===== config.mk =====
export PLATFORM = sky130hd
export DESIGN_NAME = ulc_uart
export DESIGN_NICKNAME = d
export VERILOG_FILES = /design/src/verilog/ulc_pkg.sv /design/src/verilog/ulc_uart.sv
export VERILOG_INCLUDE_DIRS = /design/src /design/src/verilog
export SDC_FILE = /design/constraint.sdc
export NUM_CORES = 1
export LEC_CHECK = 0
export BUFFER_PORTS_ARGS = -buffer_cell sky130_fd_sc_hd__buf_2
export CORE_UTILIZATION = 40
export DETAILED_ROUTE_END_ITERATION = 8
export SLEW_MARGIN = 20
export SYNTH_ARGS = -nofsm -noshare
export SYNTH_HDL_FRONTEND = slang
export SYNTH_SLANG_ARGS = --single-unit

===== constraint.sdc =====
create_clock -name clock_i -period 4.61 [get_ports clock_i]
set_clock_uncertainty 0.05 [all_clocks]
set_input_delay 0.922 -clock clock_i [delete_from_list [all_inputs] [get_ports clock_i]]
set_output_delay 0.922 -clock clock_i [all_outputs]
set_load 0.02 [all_outputs]

===== src/verilog/ulc_params.svh =====
// Purpose: Register indices, field positions, reset values and timing counts.
// Assumes: Included by the line-control block and its package users.
// Notes:   Byte address of a register is four times its index.
`ifndef ULC_PARAMS_SVH
`define ULC_PARAMS_SVH
// ------------------------------------------------------------
// Register indices
// ------------------------------------------------------------
`define ULC_IDX_BUF    4'h0
`define ULC_IDX_IEN    4'h1
`define ULC_IDX_IID    4'h2
`define ULC_IDX_LCTL   4'h3
`define ULC_IDX_MCTL   4'h4
`define ULC_IDX_LSTAT  4'h5
`define ULC_IDX_MSTAT  4'h6
`define ULC_IDX_SCR    4'h7
`define ULC_IDX_EVSTAT 4'h8
`define ULC_IDX_EVCLR  4'h9
// ------------------------------------------------------------
// Line and modem control fields and reset values
// ------------------------------------------------------------
`define ULC_LC_DLS     7
`define ULC_LC_SIL     6
`define ULC_LC_STICK   5
`define ULC_LC_EVEN    4
`define ULC_LC_PEN     3
`define ULC_LC_STOP    2
`define ULC_MC_LOOP    4
`define ULC_LCTL_RST   8'h00
`define ULC_DIV_RST    16'h0000
// ------------------------------------------------------------
// Timing in ticks of the sixteen-times clock
// ------------------------------------------------------------
`define ULC_BIT_END    6'h0F
`define ULC_MID_TICK   6'h07
`define ULC_STOP15_END 6'h17
`define ULC_STOP2_END  6'h1F
`endif


===== src/verilog/ulc_pkg.sv =====
// Purpose: Types shared by the line-control block.
// Assumes: Nothing beyond standard SystemVerilog.
// Notes:   All state of the block lives in one packed struct.
package ulc_pkg;
  typedef enum logic [4:0] {
    SER_IDLE  = 5'b00001,
    SER_START = 5'b00010,
    SER_DATA  = 5'b00100,
    SER_PAR   = 5'b01000,
    SER_STOP  = 5'b10000
  } ulc_ser_type;

  typedef struct packed {
    logic        cyc;
    logic        stb;
    logic        we;
    logic [3:0]  adr;
    logic [3:0]  sel;
    logic [31:0] dat;
  } ulc_wb_req_type;

  typedef struct packed {
    logic        ack;
    logic [31:0] rd;
    logic [15:0] div;
    logic [7:0]  lctl;
    logic [3:0]  ien;
    logic [4:0]  mctl;
    logic [7:0]  scr;
    logic [15:0] bcnt;
    logic        tick;
    ulc_ser_type txs;
    logic [5:0]  txc;
    logic [2:0]  txb;
    logic [7:0]  txsh;
    logic        txp;
    logic [7:0]  thr;
    logic        thr_full;
    logic        txo;
    logic        serial_output;
    logic        iro;
    logic [1:0]  rsync;
    logic        rprev;
    ulc_ser_type rxs;
    logic [5:0]  rxc;
    logic [2:0]  rxb;
    logic [7:0]  rxsh;
    logic        rxp;
    logic        rpe;
    logic        rfe;
    logic        rzero;
    logic [7:0]  receive_buffer;
    logic        dr;
    logic        oe;
    logic        pe;
    logic        fe;
    logic        sb;
    logic [3:0]  evs;
    logic        irq;
  } ulc_regs_type;
endpackage


===== src/verilog/ulc_uart.sv =====
// Purpose: Serial port with line control, divisor latch and register map.
// Assumes: Classic Wishbone slave, byte data in lane 0, one 50 MHz clock.
// Notes:   No FIFO; the block always runs in compatibility mode.
//
// Functional notes
// - Select bit one maps offsets to divisor.
// - Select bit zero maps buffers and enables.
// - Silence bit drives infrared output low only.
// - Stick parity sends and checks fixed bit.
// - Even select gives even count of ones.
// - Parity bit sits after last data bit.
// - Stop select gives one, one and a half or two.
// - Word length bits pick five to eight.
// - Bit zero travels first on line.
// - Compatibility mode reads FIFO bits as zero.
// - Divisor 1..65535 gives sixteen-times tick.
// - Frame is start, data, parity, stop.
//
// Our own choice: the Wishbone register port.
`timescale 1ns/1ps
`default_nettype none
`include "ulc_params.svh"

module ulc_uart
  import ulc_pkg::*;
(
  input  wire logic            clock_i,                    // 50 MHz clock
  input  wire logic            reset_n_i,                  // Sync reset, low
  input  wire ulc_wb_req_type  wb_req_i,                   // Bus request
  output logic                 wb_ack_o,                   // Bus acknowledge
  output logic [31:0]          wb_dat_o,                   // Bus read data
  input  wire logic            serial_input_i,             // Line input pin
  output logic                 serial_output_o,            // Line output
  output logic                 infrared_transmit_output_o, // Infrared output
  output logic                 rts_n_o,                    // Request to send
  output logic                 dtr_n_o,                    // Terminal ready
  output logic                 irq_o                       // Interrupt level
);
  ulc_regs_type r_reg;
  ulc_regs_type r_next;
  logic         req;
  logic         wr;
  logic         dl;
  logic         rx_in;
  logic [2:0]   last;
  logic [5:0]   stop_end;
  logic [7:0]   msk;
  logic [3:0]   ev;
  logic         pend;
  logic [1:0]   iid;
  logic [7:0]   lstat;

  // ------------------------------------------------------------
  // Decode and frame format
  // ------------------------------------------------------------
  assign req = wb_req_i.cyc & wb_req_i.stb & ~r_reg.ack;
  assign wr = req & wb_req_i.we & wb_req_i.sel[0];
  assign dl = r_reg.lctl[`ULC_LC_DLS];
  assign rx_in = r_reg.mctl[`ULC_MC_LOOP] ? r_reg.txo : r_reg.rsync[1];
  assign last = 3'd4 + {1'b0, r_reg.lctl[1:0]};
  assign msk = 8'hFF >> (2'd3 - r_reg.lctl[1:0]);
  assign stop_end = !r_reg.lctl[`ULC_LC_STOP] ? `ULC_BIT_END :
                    (r_reg.lctl[1:0] == 2'b00) ? `ULC_STOP15_END : `ULC_STOP2_END;
  assign lstat = {1'b0, ~r_reg.thr_full & (r_reg.txs == SER_IDLE),
                  ~r_reg.thr_full, r_reg.sb, r_reg.fe, r_reg.pe, r_reg.oe, r_reg.dr};

  // Identity follows live conditions, highest priority first.
  always_comb
  begin
    pend = 1'b1;
    iid = 2'b00;
    if (r_reg.ien[2] & (r_reg.oe | r_reg.pe | r_reg.fe | r_reg.sb))
      iid = 2'b11;
    else if (r_reg.ien[0] & r_reg.dr)
      iid = 2'b10;
    else if (r_reg.ien[1] & ~r_reg.thr_full)
      iid = 2'b01;
    else
      pend = 1'b0;
  end

  // Parity bit for a data parity x.
  function automatic logic pbit(input logic x, input logic [7:0] lc);
    pbit = lc[`ULC_LC_STICK] ? ~lc[`ULC_LC_EVEN] :
           (x ^ ~lc[`ULC_LC_EVEN]);
  endfunction

  // ------------------------------------------------------------
  // Next state
  // ------------------------------------------------------------
  always_comb
  begin
    r_next = r_reg;
    ev = 4'h0;
    // Baud tick; a zero divisor halts the serial engines.
    r_next.tick = 1'b0;
    if (r_reg.div != 16'h0000)
    begin
      if (r_reg.bcnt >= r_reg.div - 16'h0001)
      begin
        r_next.bcnt = 16'h0000;
        r_next.tick = 1'b1;
      end
      else
      begin
        r_next.bcnt = r_reg.bcnt + 16'h0001;
      end
    end

    // Transmitter runs before the bus so that a new write is not lost.
    if (r_reg.tick)
      r_next.txc = r_reg.txc + 6'd1;
    unique case (r_reg.txs)
      SER_IDLE:
      begin
        r_next.txo = 1'b1;
        r_next.txc = 6'd0;
        if (r_reg.thr_full && r_reg.tick)
        begin
          r_next.txsh = r_reg.thr;
          r_next.txp = ^(r_reg.thr & msk);
          r_next.thr_full = 1'b0;
          ev[1] = 1'b1;
          r_next.txs = SER_START;
          r_next.txo = 1'b0;
        end
      end
      SER_START:
      begin
        if (r_reg.tick && r_reg.txc == `ULC_BIT_END)
        begin
          r_next.txc = 6'd0;
          r_next.txb = 3'd0;
          r_next.txs = SER_DATA;
          r_next.txo = r_reg.txsh[0];
        end
      end
      SER_DATA:
      begin
        if (r_reg.tick && r_reg.txc == `ULC_BIT_END)
        begin
          r_next.txc = 6'd0;
          if (r_reg.txb == last)
          begin
            if (r_reg.lctl[`ULC_LC_PEN])
            begin
              r_next.txs = SER_PAR;
              r_next.txo = pbit(r_reg.txp, r_reg.lctl);
            end
            else
            begin
              r_next.txs = SER_STOP;
              r_next.txo = 1'b1;
            end
          end
          else
          begin
            r_next.txb = r_reg.txb + 3'd1;
            r_next.txsh = r_reg.txsh >> 1;
            r_next.txo = r_reg.txsh[1];
          end
        end
      end
      SER_PAR:
      begin
        if (r_reg.tick && r_reg.txc == `ULC_BIT_END)
        begin
          r_next.txc = 6'd0;
          r_next.txs = SER_STOP;
          r_next.txo = 1'b1;
        end
      end
      SER_STOP:
      begin
        if (r_reg.tick && r_reg.txc == stop_end)
        begin
          r_next.txc = 6'd0;
          r_next.txs = SER_IDLE;
        end
      end
      default: r_next.txs = SER_IDLE;
    endcase

    // Bus: ack one cycle after the request, read data with it.
    r_next.ack = req;
    if (req && !wb_req_i.we)
    begin
      r_next.rd = 32'h0000_0000;
      case (wb_req_i.adr)
        `ULC_IDX_BUF:
        begin
          r_next.rd[7:0] = dl ? r_reg.div[7:0] : r_reg.receive_buffer;
          r_next.dr = dl & r_reg.dr;
        end
        `ULC_IDX_IEN:    r_next.rd[7:0] = dl ? r_reg.div[15:8] : {4'h0, r_reg.ien};
        `ULC_IDX_IID:    r_next.rd[7:0] = {4'h0, 1'b0, iid, ~pend};
        `ULC_IDX_LCTL:   r_next.rd[7:0] = r_reg.lctl;
        `ULC_IDX_MCTL:   r_next.rd[7:0] = {3'h0, r_reg.mctl};
        `ULC_IDX_LSTAT:
        begin
          r_next.rd[7:0] = lstat;
          r_next.oe = 1'b0;
          r_next.pe = 1'b0;
          r_next.fe = 1'b0;
          r_next.sb = 1'b0;
        end
        `ULC_IDX_MSTAT:
          if (r_reg.mctl[`ULC_MC_LOOP])
            r_next.rd[7:4] = {r_reg.mctl[3], r_reg.mctl[2], r_reg.mctl[0], r_reg.mctl[1]};
        `ULC_IDX_SCR:    r_next.rd[7:0] = r_reg.scr;
        `ULC_IDX_EVSTAT: r_next.rd[3:0] = r_reg.evs;
        default:         r_next.rd = 32'h0000_0000;
      endcase
    end
    if (wr)
    begin
      case (wb_req_i.adr)
        `ULC_IDX_BUF:
          if (dl)
            r_next.div[7:0] = wb_req_i.dat[7:0];
          else
          begin
            r_next.thr = wb_req_i.dat[7:0];
            r_next.thr_full = 1'b1;
          end
        `ULC_IDX_IEN:
          if (dl)
            r_next.div[15:8] = wb_req_i.dat[7:0];
          else
            r_next.ien = wb_req_i.dat[3:0];
        `ULC_IDX_LCTL:   r_next.lctl = wb_req_i.dat[7:0];
        `ULC_IDX_MCTL:   r_next.mctl = wb_req_i.dat[4:0];
        `ULC_IDX_SCR:    r_next.scr = wb_req_i.dat[7:0];
        `ULC_IDX_EVCLR:  r_next.evs = r_reg.evs & ~wb_req_i.dat[3:0];
        default:         r_next.scr = r_next.scr;
      endcase
    end

    // Receiver runs after the bus so that new status wins over a read.
    r_next.rsync = {r_reg.rsync[0], serial_input_i};
    r_next.rprev = rx_in;
    if (r_reg.tick)
      r_next.rxc = r_reg.rxc + 6'd1;
    unique case (r_reg.rxs)
      SER_IDLE:
      begin
        r_next.rxc = 6'd0;
        if (r_reg.rprev && !rx_in)
          r_next.rxs = SER_START;
      end
      SER_START:
      begin
        if (r_reg.tick && r_reg.rxc == `ULC_MID_TICK)
        begin
          r_next.rxc = 6'd0;
          r_next.rxb = 3'd0;
          r_next.rxp = 1'b0;
          r_next.rpe = 1'b0;
          r_next.rfe = 1'b0;
          r_next.rzero = 1'b1;
          r_next.rxs = rx_in ? SER_IDLE : SER_DATA;
        end
      end
      SER_DATA:
      begin
        if (r_reg.tick && r_reg.rxc == `ULC_BIT_END)
        begin
          r_next.rxc = 6'd0;
          r_next.rxsh = {rx_in, r_reg.rxsh[7:1]};
          r_next.rxp = r_reg.rxp ^ rx_in;
          r_next.rzero = r_reg.rzero & ~rx_in;
          r_next.rxb = r_reg.rxb + 3'd1;
          if (r_reg.rxb == last)
            r_next.rxs = r_reg.lctl[`ULC_LC_PEN] ? SER_PAR : SER_STOP;
        end
      end
      SER_PAR:
      begin
        if (r_reg.tick && r_reg.rxc == `ULC_BIT_END)
        begin
          r_next.rxc = 6'd0;
          r_next.rpe = rx_in != pbit(r_reg.rxp, r_reg.lctl);
          r_next.rzero = r_reg.rzero & ~rx_in;
          r_next.rxs = SER_STOP;
        end
      end
      SER_STOP:
      begin
        if (r_reg.tick && (r_reg.rxc == `ULC_BIT_END || r_reg.rxc == stop_end))
          r_next.rfe = r_reg.rfe | ~rx_in;
        if (r_reg.tick && r_reg.rxc == stop_end)
        begin
          r_next.rxs = SER_IDLE;
          r_next.receive_buffer = r_reg.rxsh >> (2'd3 - r_reg.lctl[1:0]);
          r_next.dr = 1'b1;
          r_next.oe = r_next.oe | r_reg.dr;
          r_next.pe = r_next.pe | r_reg.rpe;
          r_next.fe = r_next.fe | r_reg.rfe | ~rx_in;
          r_next.sb = r_next.sb | (r_reg.rzero & ~rx_in);
          ev[0] = 1'b1;
          ev[2] = r_reg.dr | r_reg.rpe | r_reg.rfe | ~rx_in;
        end
      end
      default: r_next.rxs = SER_IDLE;
    endcase

    // Events are sticky and a new event wins over a clear.
    r_next.evs = r_next.evs | ev;
    r_next.irq = |(r_next.evs & r_next.ien);
    r_next.serial_output = r_next.mctl[`ULC_MC_LOOP] | r_next.txo;
    r_next.iro = ~r_next.lctl[`ULC_LC_SIL] & r_next.txo;
  end

  always_ff @(posedge clock_i)
  begin
    if (!reset_n_i)
    begin
      r_reg <= '0;
      r_reg.div <= `ULC_DIV_RST;
      r_reg.lctl <= `ULC_LCTL_RST;
      r_reg.txs <= SER_IDLE;
      r_reg.rxs <= SER_IDLE;
      r_reg.txo <= 1'b1;
      r_reg.serial_output <= 1'b1;
      r_reg.iro <= 1'b1;
      r_reg.rsync <= 2'b11;
      r_reg.rprev <= 1'b1;
    end
    else
    begin
      r_reg <= r_next;
    end
  end

  assign wb_ack_o = r_reg.ack;
  assign wb_dat_o = r_reg.rd;
  assign serial_output_o = r_reg.serial_output;
  assign infrared_transmit_output_o = r_reg.iro;
  assign rts_n_o = ~r_reg.mctl[1] | r_reg.mctl[`ULC_MC_LOOP];
  assign dtr_n_o = ~r_reg.mctl[0] | r_reg.mctl[`ULC_MC_LOOP];
  assign irq_o = r_reg.irq;
endmodule
`default_nettype wire


==> impl_metrics.toml, run 1 <==
[outcome]
status = "completed"

[cts]
insertion_delay_ns = 0.43
cts_tree = "done"
postCtsHoldBufs = 0
post-cts-setup-buffer-count = 0
clkSlewWorstSetupHoldPaths_ns = 0.06
cts_buffer_depth = 2
clock-sinks = 149
ctsResizeCount = 0
cts_buffers = 17
root_buffer = "clkbuf_16"
htree_num_levels = 4

[power_and_ir_drop]
powerDensity_nw_per_um2 = 312.5
p_leak_uw = 0.003233
totalPowerFinal_uw = 2825
vdd_drop_max_mv = 0.2059

[timing]
worst_slew_pin_slew_ns = 0.9711
fin_ws_ns = 0.9253
period_needed_ns = 3.685
drv_slew = 0
slew_headroom = 0.3513
rsz0062_at_grt = "no"
max_freq_mhz = 271.4
tns_ns = 0
setup_viol = 0
hold_viol_final = 0
fin_crit_sh = 0.7993

[drt]
wire_per_inst_um = 16.64
vias_per_cell = 5.458
route.vias.total = 6751
antenna_left = 0
drt_iter0_drc = 597
dr.pass1.iters = 5
drc = 0
wl_um = 20580

[final_layout]
fillers = 2029
diodes = 0
seqCellArea_sq_um = 2983
largest_register_ffs = 130
multiInputGateArea_sq_um = 4838
layout.nets = 1025
syn_to_final_growth_pct = 8.678
final_util = 0.4454
drive_above_1_share = 0.1086

[logic_synthesis]
synth_seq_cells = 149
netlist_area_sq_um = 8319
syn_inst = 965
async_flop_share = 0
synth_edf_count = 0
synth.avg_cell_area_sq_um = 8.621
netlist_top_cells_area = "dfxtp_1 36%, mux2i_1 7.8%, nor2_1 4.8%"
ys_types = 83
synth_warnings = 0
ys.flop_type = "dfxtp_1"
synth_top_area_share = 0.3586
synth_top_area_cell = "dfxtp_1"
synth_common_cells = "149 x dfxtp_1, 107 x nor2_1, 84 x nand2_1"
ys_seq_area_frac = 0.3586
synth.most_common_cell = "dfxtp_1"

[setup_path]
end_kind = "register"
cp_max_fo = 17
worst-path-buf-inv = 1
worst_ep_arrival_time_ns = 3.97
cp_slowest_cell = "or4_4"
cp_top_family = "simple AND/OR/NAND/NOR gates"
crit_type = "register to register"
path_cells = "or4_4 > or3_1 > nor4_2 > nand2_1 > xor2_1 > ha_1 > a211oi_1 > nor2_1 > a2111oi_0 > o21ai_1 > buf_4 > a221oi_1"
critPathLaunchType = "register"
cp_slowest_stage_delay_ns = 0.60
required_ns = 4.89

[floorplan]
fp.dieArea_sq_um = 21380
core-area_sq_um = 20300
std_cell_rows = 52
ioPinCount = 84
die_w_um = 146.2
die_h_um = 146.2
start_util = 0.4098

[global_routing]
grt_first_pass_wirelength_um = 33950
grt_pass1_vias = 6344
grt_max_degree = 90
overflow = 0
antenna_found_initial = 0
grt_usage = 0.1997

[placed_design]
place_worst_setup_slack_ns = 0.8866
gp_congestion = 0.8659
hpwl_um = 14270
port_buffers = 32

[min_path]
hold_path.class = "register to register"

[flow_run]
maxCapViolations = 0
power by group:
group | internal, uW | switching, uW
clock network | 789 | 521
registers | 1300 | 18.6
logic | 65.3 | 134
metrics by stage:
stage / instance area [sq um] / cells / hold slack (ns)
CTS: 9041 / 1237 / 0.3615
global route: 9041 / 1237 / 0.3811
global placement: 8498 / 1208 / 0.3510
detailed placement: 8498 / 1208 / 0.3478
floorplan: 8406 / 988 / 0.3363
finish: 9041 / 1237 / 0.3602
kinds of logic (layout without fill, tap and decap cells):
logic type,after synthesis,after routing,share of synthesized area
adder cells (fa/ha/maj),22,22,0.03309
other,1,24,0.0004508
AO/OA/AOI/OAI,186,186,0.1560
XOR/XNOR,61,61,0.06422
buffers and inverters,114,93,0.07023
flip-flops,149,149,0.3586
multiplexers,76,76,0.09851
AND/OR/NAND/NOR,356,356,0.2190
layout by cell type, fill, tap and decap left out, drive strengths merged, types with 5 or more instances in the layout:
cell type,instances
buf,44
mux2,7
o21a,8
a22oi,6
or3,10
nor4,10
nand2b,15
o31ai,6
nor2,107
nor3b,5
nor3,29
o22ai,5
mux2i,65
nor2b,18
a221oi,10
a211oi,26
inv,19
xnor2,44
a2111oi,5
o21ai,20
nand4,15
a21oi,52
and2,9
nand2,85
ha,22
conb,24
xor2,17
nand3,19
clkbuf,25
dfxtp,149
layout make-up:
type                            instances  share of cell area
Multi-Input combinational cell        725              0.5352
Sequential cell                       149              0.3299
Clock buffer                           25             0.05480
Tap cell                              270             0.03737
Timing Repair Buffer                   44             0.02906
Inverter                               20            0.008442
Clock inverter                          4            0.005259
path summary, 6_finish.rpt:
check	from	to	slack (ns)	depth (start not counted)
setup / recovery	r_reg[126]	r_reg[84]	0.93	12
hold / removal	r_next[46]	r_reg[46]	0.36	1
setup reg to reg	r_reg[126]	r_reg[84]	0.93	12
hold reg to reg	r_next[46]	r_reg[46]	0.36	1
worst register-to-register path, delay by kind of cell, from the launching register on:
kind,cells,cell delay (ns)
and+or+nand+nor,5,1.51
AOI/OAI and AO/OA,4,0.99
DFF,1,0.37
adders and majority gates,1,0.29
buffers and inverters,1,0.22
xor gates and xnor gates,1,0.17
per-layer routing:
metal	part of all wire	GRT usage	wire, um
met5	0	0	0
met1	0.48	0.2743	9910
met3	0.050	0.04594	1034
met4	0.018	0.06615	364
met2	0.45	0.3071	9268
(Power assumes the default switching activity.)
==> run 2: changes to the inputs <==
==> constraint.sdc (replaced) <==
create_clock -name clock_i -period 3.5 [get_ports clock_i]
set_clock_uncertainty 0.05 [all_clocks]
set_input_delay 0.7 -clock clock_i [delete_from_list [all_inputs] [get_ports clock_i]]
set_output_delay 0.7 -clock clock_i [all_outputs]
set_load 0.02 [all_outputs]
==> run 2 against run 1 <==
  * Design area up 3.8%
  * Largest power group is now clock
  * Critical endpoint is now r_reg[91]
  * Fmax up 7.0%
  * Clock power up 47%
  * Routed wire length up 2.8%
  * Combinational power up 36%
==> impl_metrics.toml, run 2 (same netlist as run 1, synthesis figures left out) <==
[floorplan]
ioPinCount = 84
die_h_um = 146.2
start_util = 0.4098
core-area_sq_um = 20300
die_w_um = 146.2
std_cell_rows = 52
fp.dieArea_sq_um = 21380

[global_routing]
grt_pass1_vias = 6311
grt_first_pass_wirelength_um = 34590
overflow = 0
grt_usage = 0.2030
antenna_found_initial = 0
grt_max_degree = 84

[final_layout]
finalNonFillerCells = 1263
layout_common_cells = "149 x dfxtp_1, 107 x nor2_1, 84 x nand2_1"
syn_to_final_growth_pct = 12.86
layout.nets = 1048
final_common_cell = "dfxtp_1"
diodes = 0
drive_above_1_share = 0.1511
largest_register_ffs = 130
fin_area_sq_um = 9389

[setup_path]
crit_type = "register to register"
cp_max_fo = 7
end_kind = "register"
cp_top_family = "simple AND/OR/NAND/NOR gates"
cp_slowest_cell = "or4_4"
critPathLaunchType = "register"
cp_slowest_stage_delay_ns = 0.53
worst_ep_arrival_time_ns = 3.73
worst-path-buf-inv = 2
required_ns = 3.79
path_cells = "or4_4 > or3_4 > nor4_4 > buf_4 > xnor2_1 > ha_1 > a21oi_2 > o21ai_1 > a2111oi_2 > o21ai_2 > buf_6 > a211oi_1"

[cts]
insertion_delay_ns = 0.43
htree_num_levels = 4
root_buffer = "clkbuf_16"
cts_tree = "done"
clkSlewWorstSetupHoldPaths_ns = 0.06
cts_buffers = 17
postCtsHoldBufs = 0
cts_buffer_depth = 2
clock-sinks = 149

[flow_run]
maxCapViolations = 0

[power_and_ir_drop]
vdd_drop_max_mv = 0.2674
p_leak_uw = 0.003404
powerDensity_nw_per_um2 = 417.8

[drt]
wl_um = 21150
drt_iter0_drc = 426
vias_per_cell = 5.457
antenna_left = 0
route.vias.total = 6892
drc = 0
wire_per_inst_um = 16.74
dr.pass1.iters = 5

[timing]
fin_crit_sh = 0.9840
setup_viol = 0
hold_viol_final = 0
worst_slew_pin_slew_ns = 0.7614
slew_headroom = 0.4881
period_needed_ns = 3.444
max_freq_mhz = 290.4
rsz0062_at_grt = "yes"
drv_slew = 0

[placed_design]
hpwl_um = 14830
port_buffers = 32
dp_cells = 1229
placed_area_sq_um = 8665
gp_congestion = 0.8779

[min_path]
hold_path.class = "register to register"

[outcome]
status = "completed"
==> run 2: metal layers <==
layer,GRT usage,vias up,routed length (um)
met5,0,-,0
met4,0.06354,0,333
met3,0.03906,21,708
met2,0.3150,132,9706
met1,0.2827,3314,10400
li1,-,3425,-
==> run 2: repair_timing <==
action	4_1_cts	5_1_grt
gates cloned	0	1
resized for setup	2	21
endpoints found under the setup margin	14	17
setup buffers	0	1
pin swaps	0	11
==> run 2: stage by stage <==
| step | util | hold WS (ns) | worst slack [ns] | power, uW | setup TNS [ns] |
|---|---|---|---|---|---|
| floorplan | - | 0.3363 | 0.04349 | 1997 | 0 |
| global placement | 0.4268 | 0.3398 | 0.001323 | 2035 | 0 |
| detailed placement | 0.4268 | 0.3477 | -0.08846 | 2034 | -0.5740 |
| CTS | 0.4577 | 0.3724 | 0.02726 | 3960 | 0 |
| global route | 0.4625 | 0.3979 | -0.09364 | 4062 | -0.9757 |
| finish | 0.4625 | 0.3603 | 0.05591 | 3923 | 0 |
==> run 2: cell type report <==
class	instances	area, sq um
Fill cell	1965	10910
Sequential cell	149	2983
Tap cell	270	337.8
Timing Repair Buffer	67	446.7
Multi-Input combinational cell	725	4926
Clock buffer	21	470.5
Clock inverter	11	148.9
Inverter	20	76.32
==> run 2: worst register-to-register path: cells and delay by family, from the launching register on <==
kind / cells / cell delay (ns)
AO/OA/AOI/OAI: 5 / 1.03
XOR/XNOR: 1 / 0.06
flip-flops: 1 / 0.31
buffers and inverters: 2 / 0.35
AND/OR/NAND/NOR: 3 / 1.24
adder cells (fa/ha/maj): 1 / 0.33
==> run 2: power by group <==
| part | internal (uW) | total, uW | switching, uW |
|---|---|---|---|
| clock | 1180 | 1920 | 742 |
| combinational | 88.4 | 270 | 181 |
| sequential | 1710 | 1730 | 22.9 |
==> run 2: worst paths after layout <==
check             start         to  slack [ns]  cells past startpoint
min reg2reg  r_next[46]  r_reg[46]        0.36                      1
max          r_reg[126]  r_reg[91]        0.06                     12
min          r_next[46]  r_reg[46]        0.36                      1
max reg2reg  r_reg[126]  r_reg[91]        0.06                     12
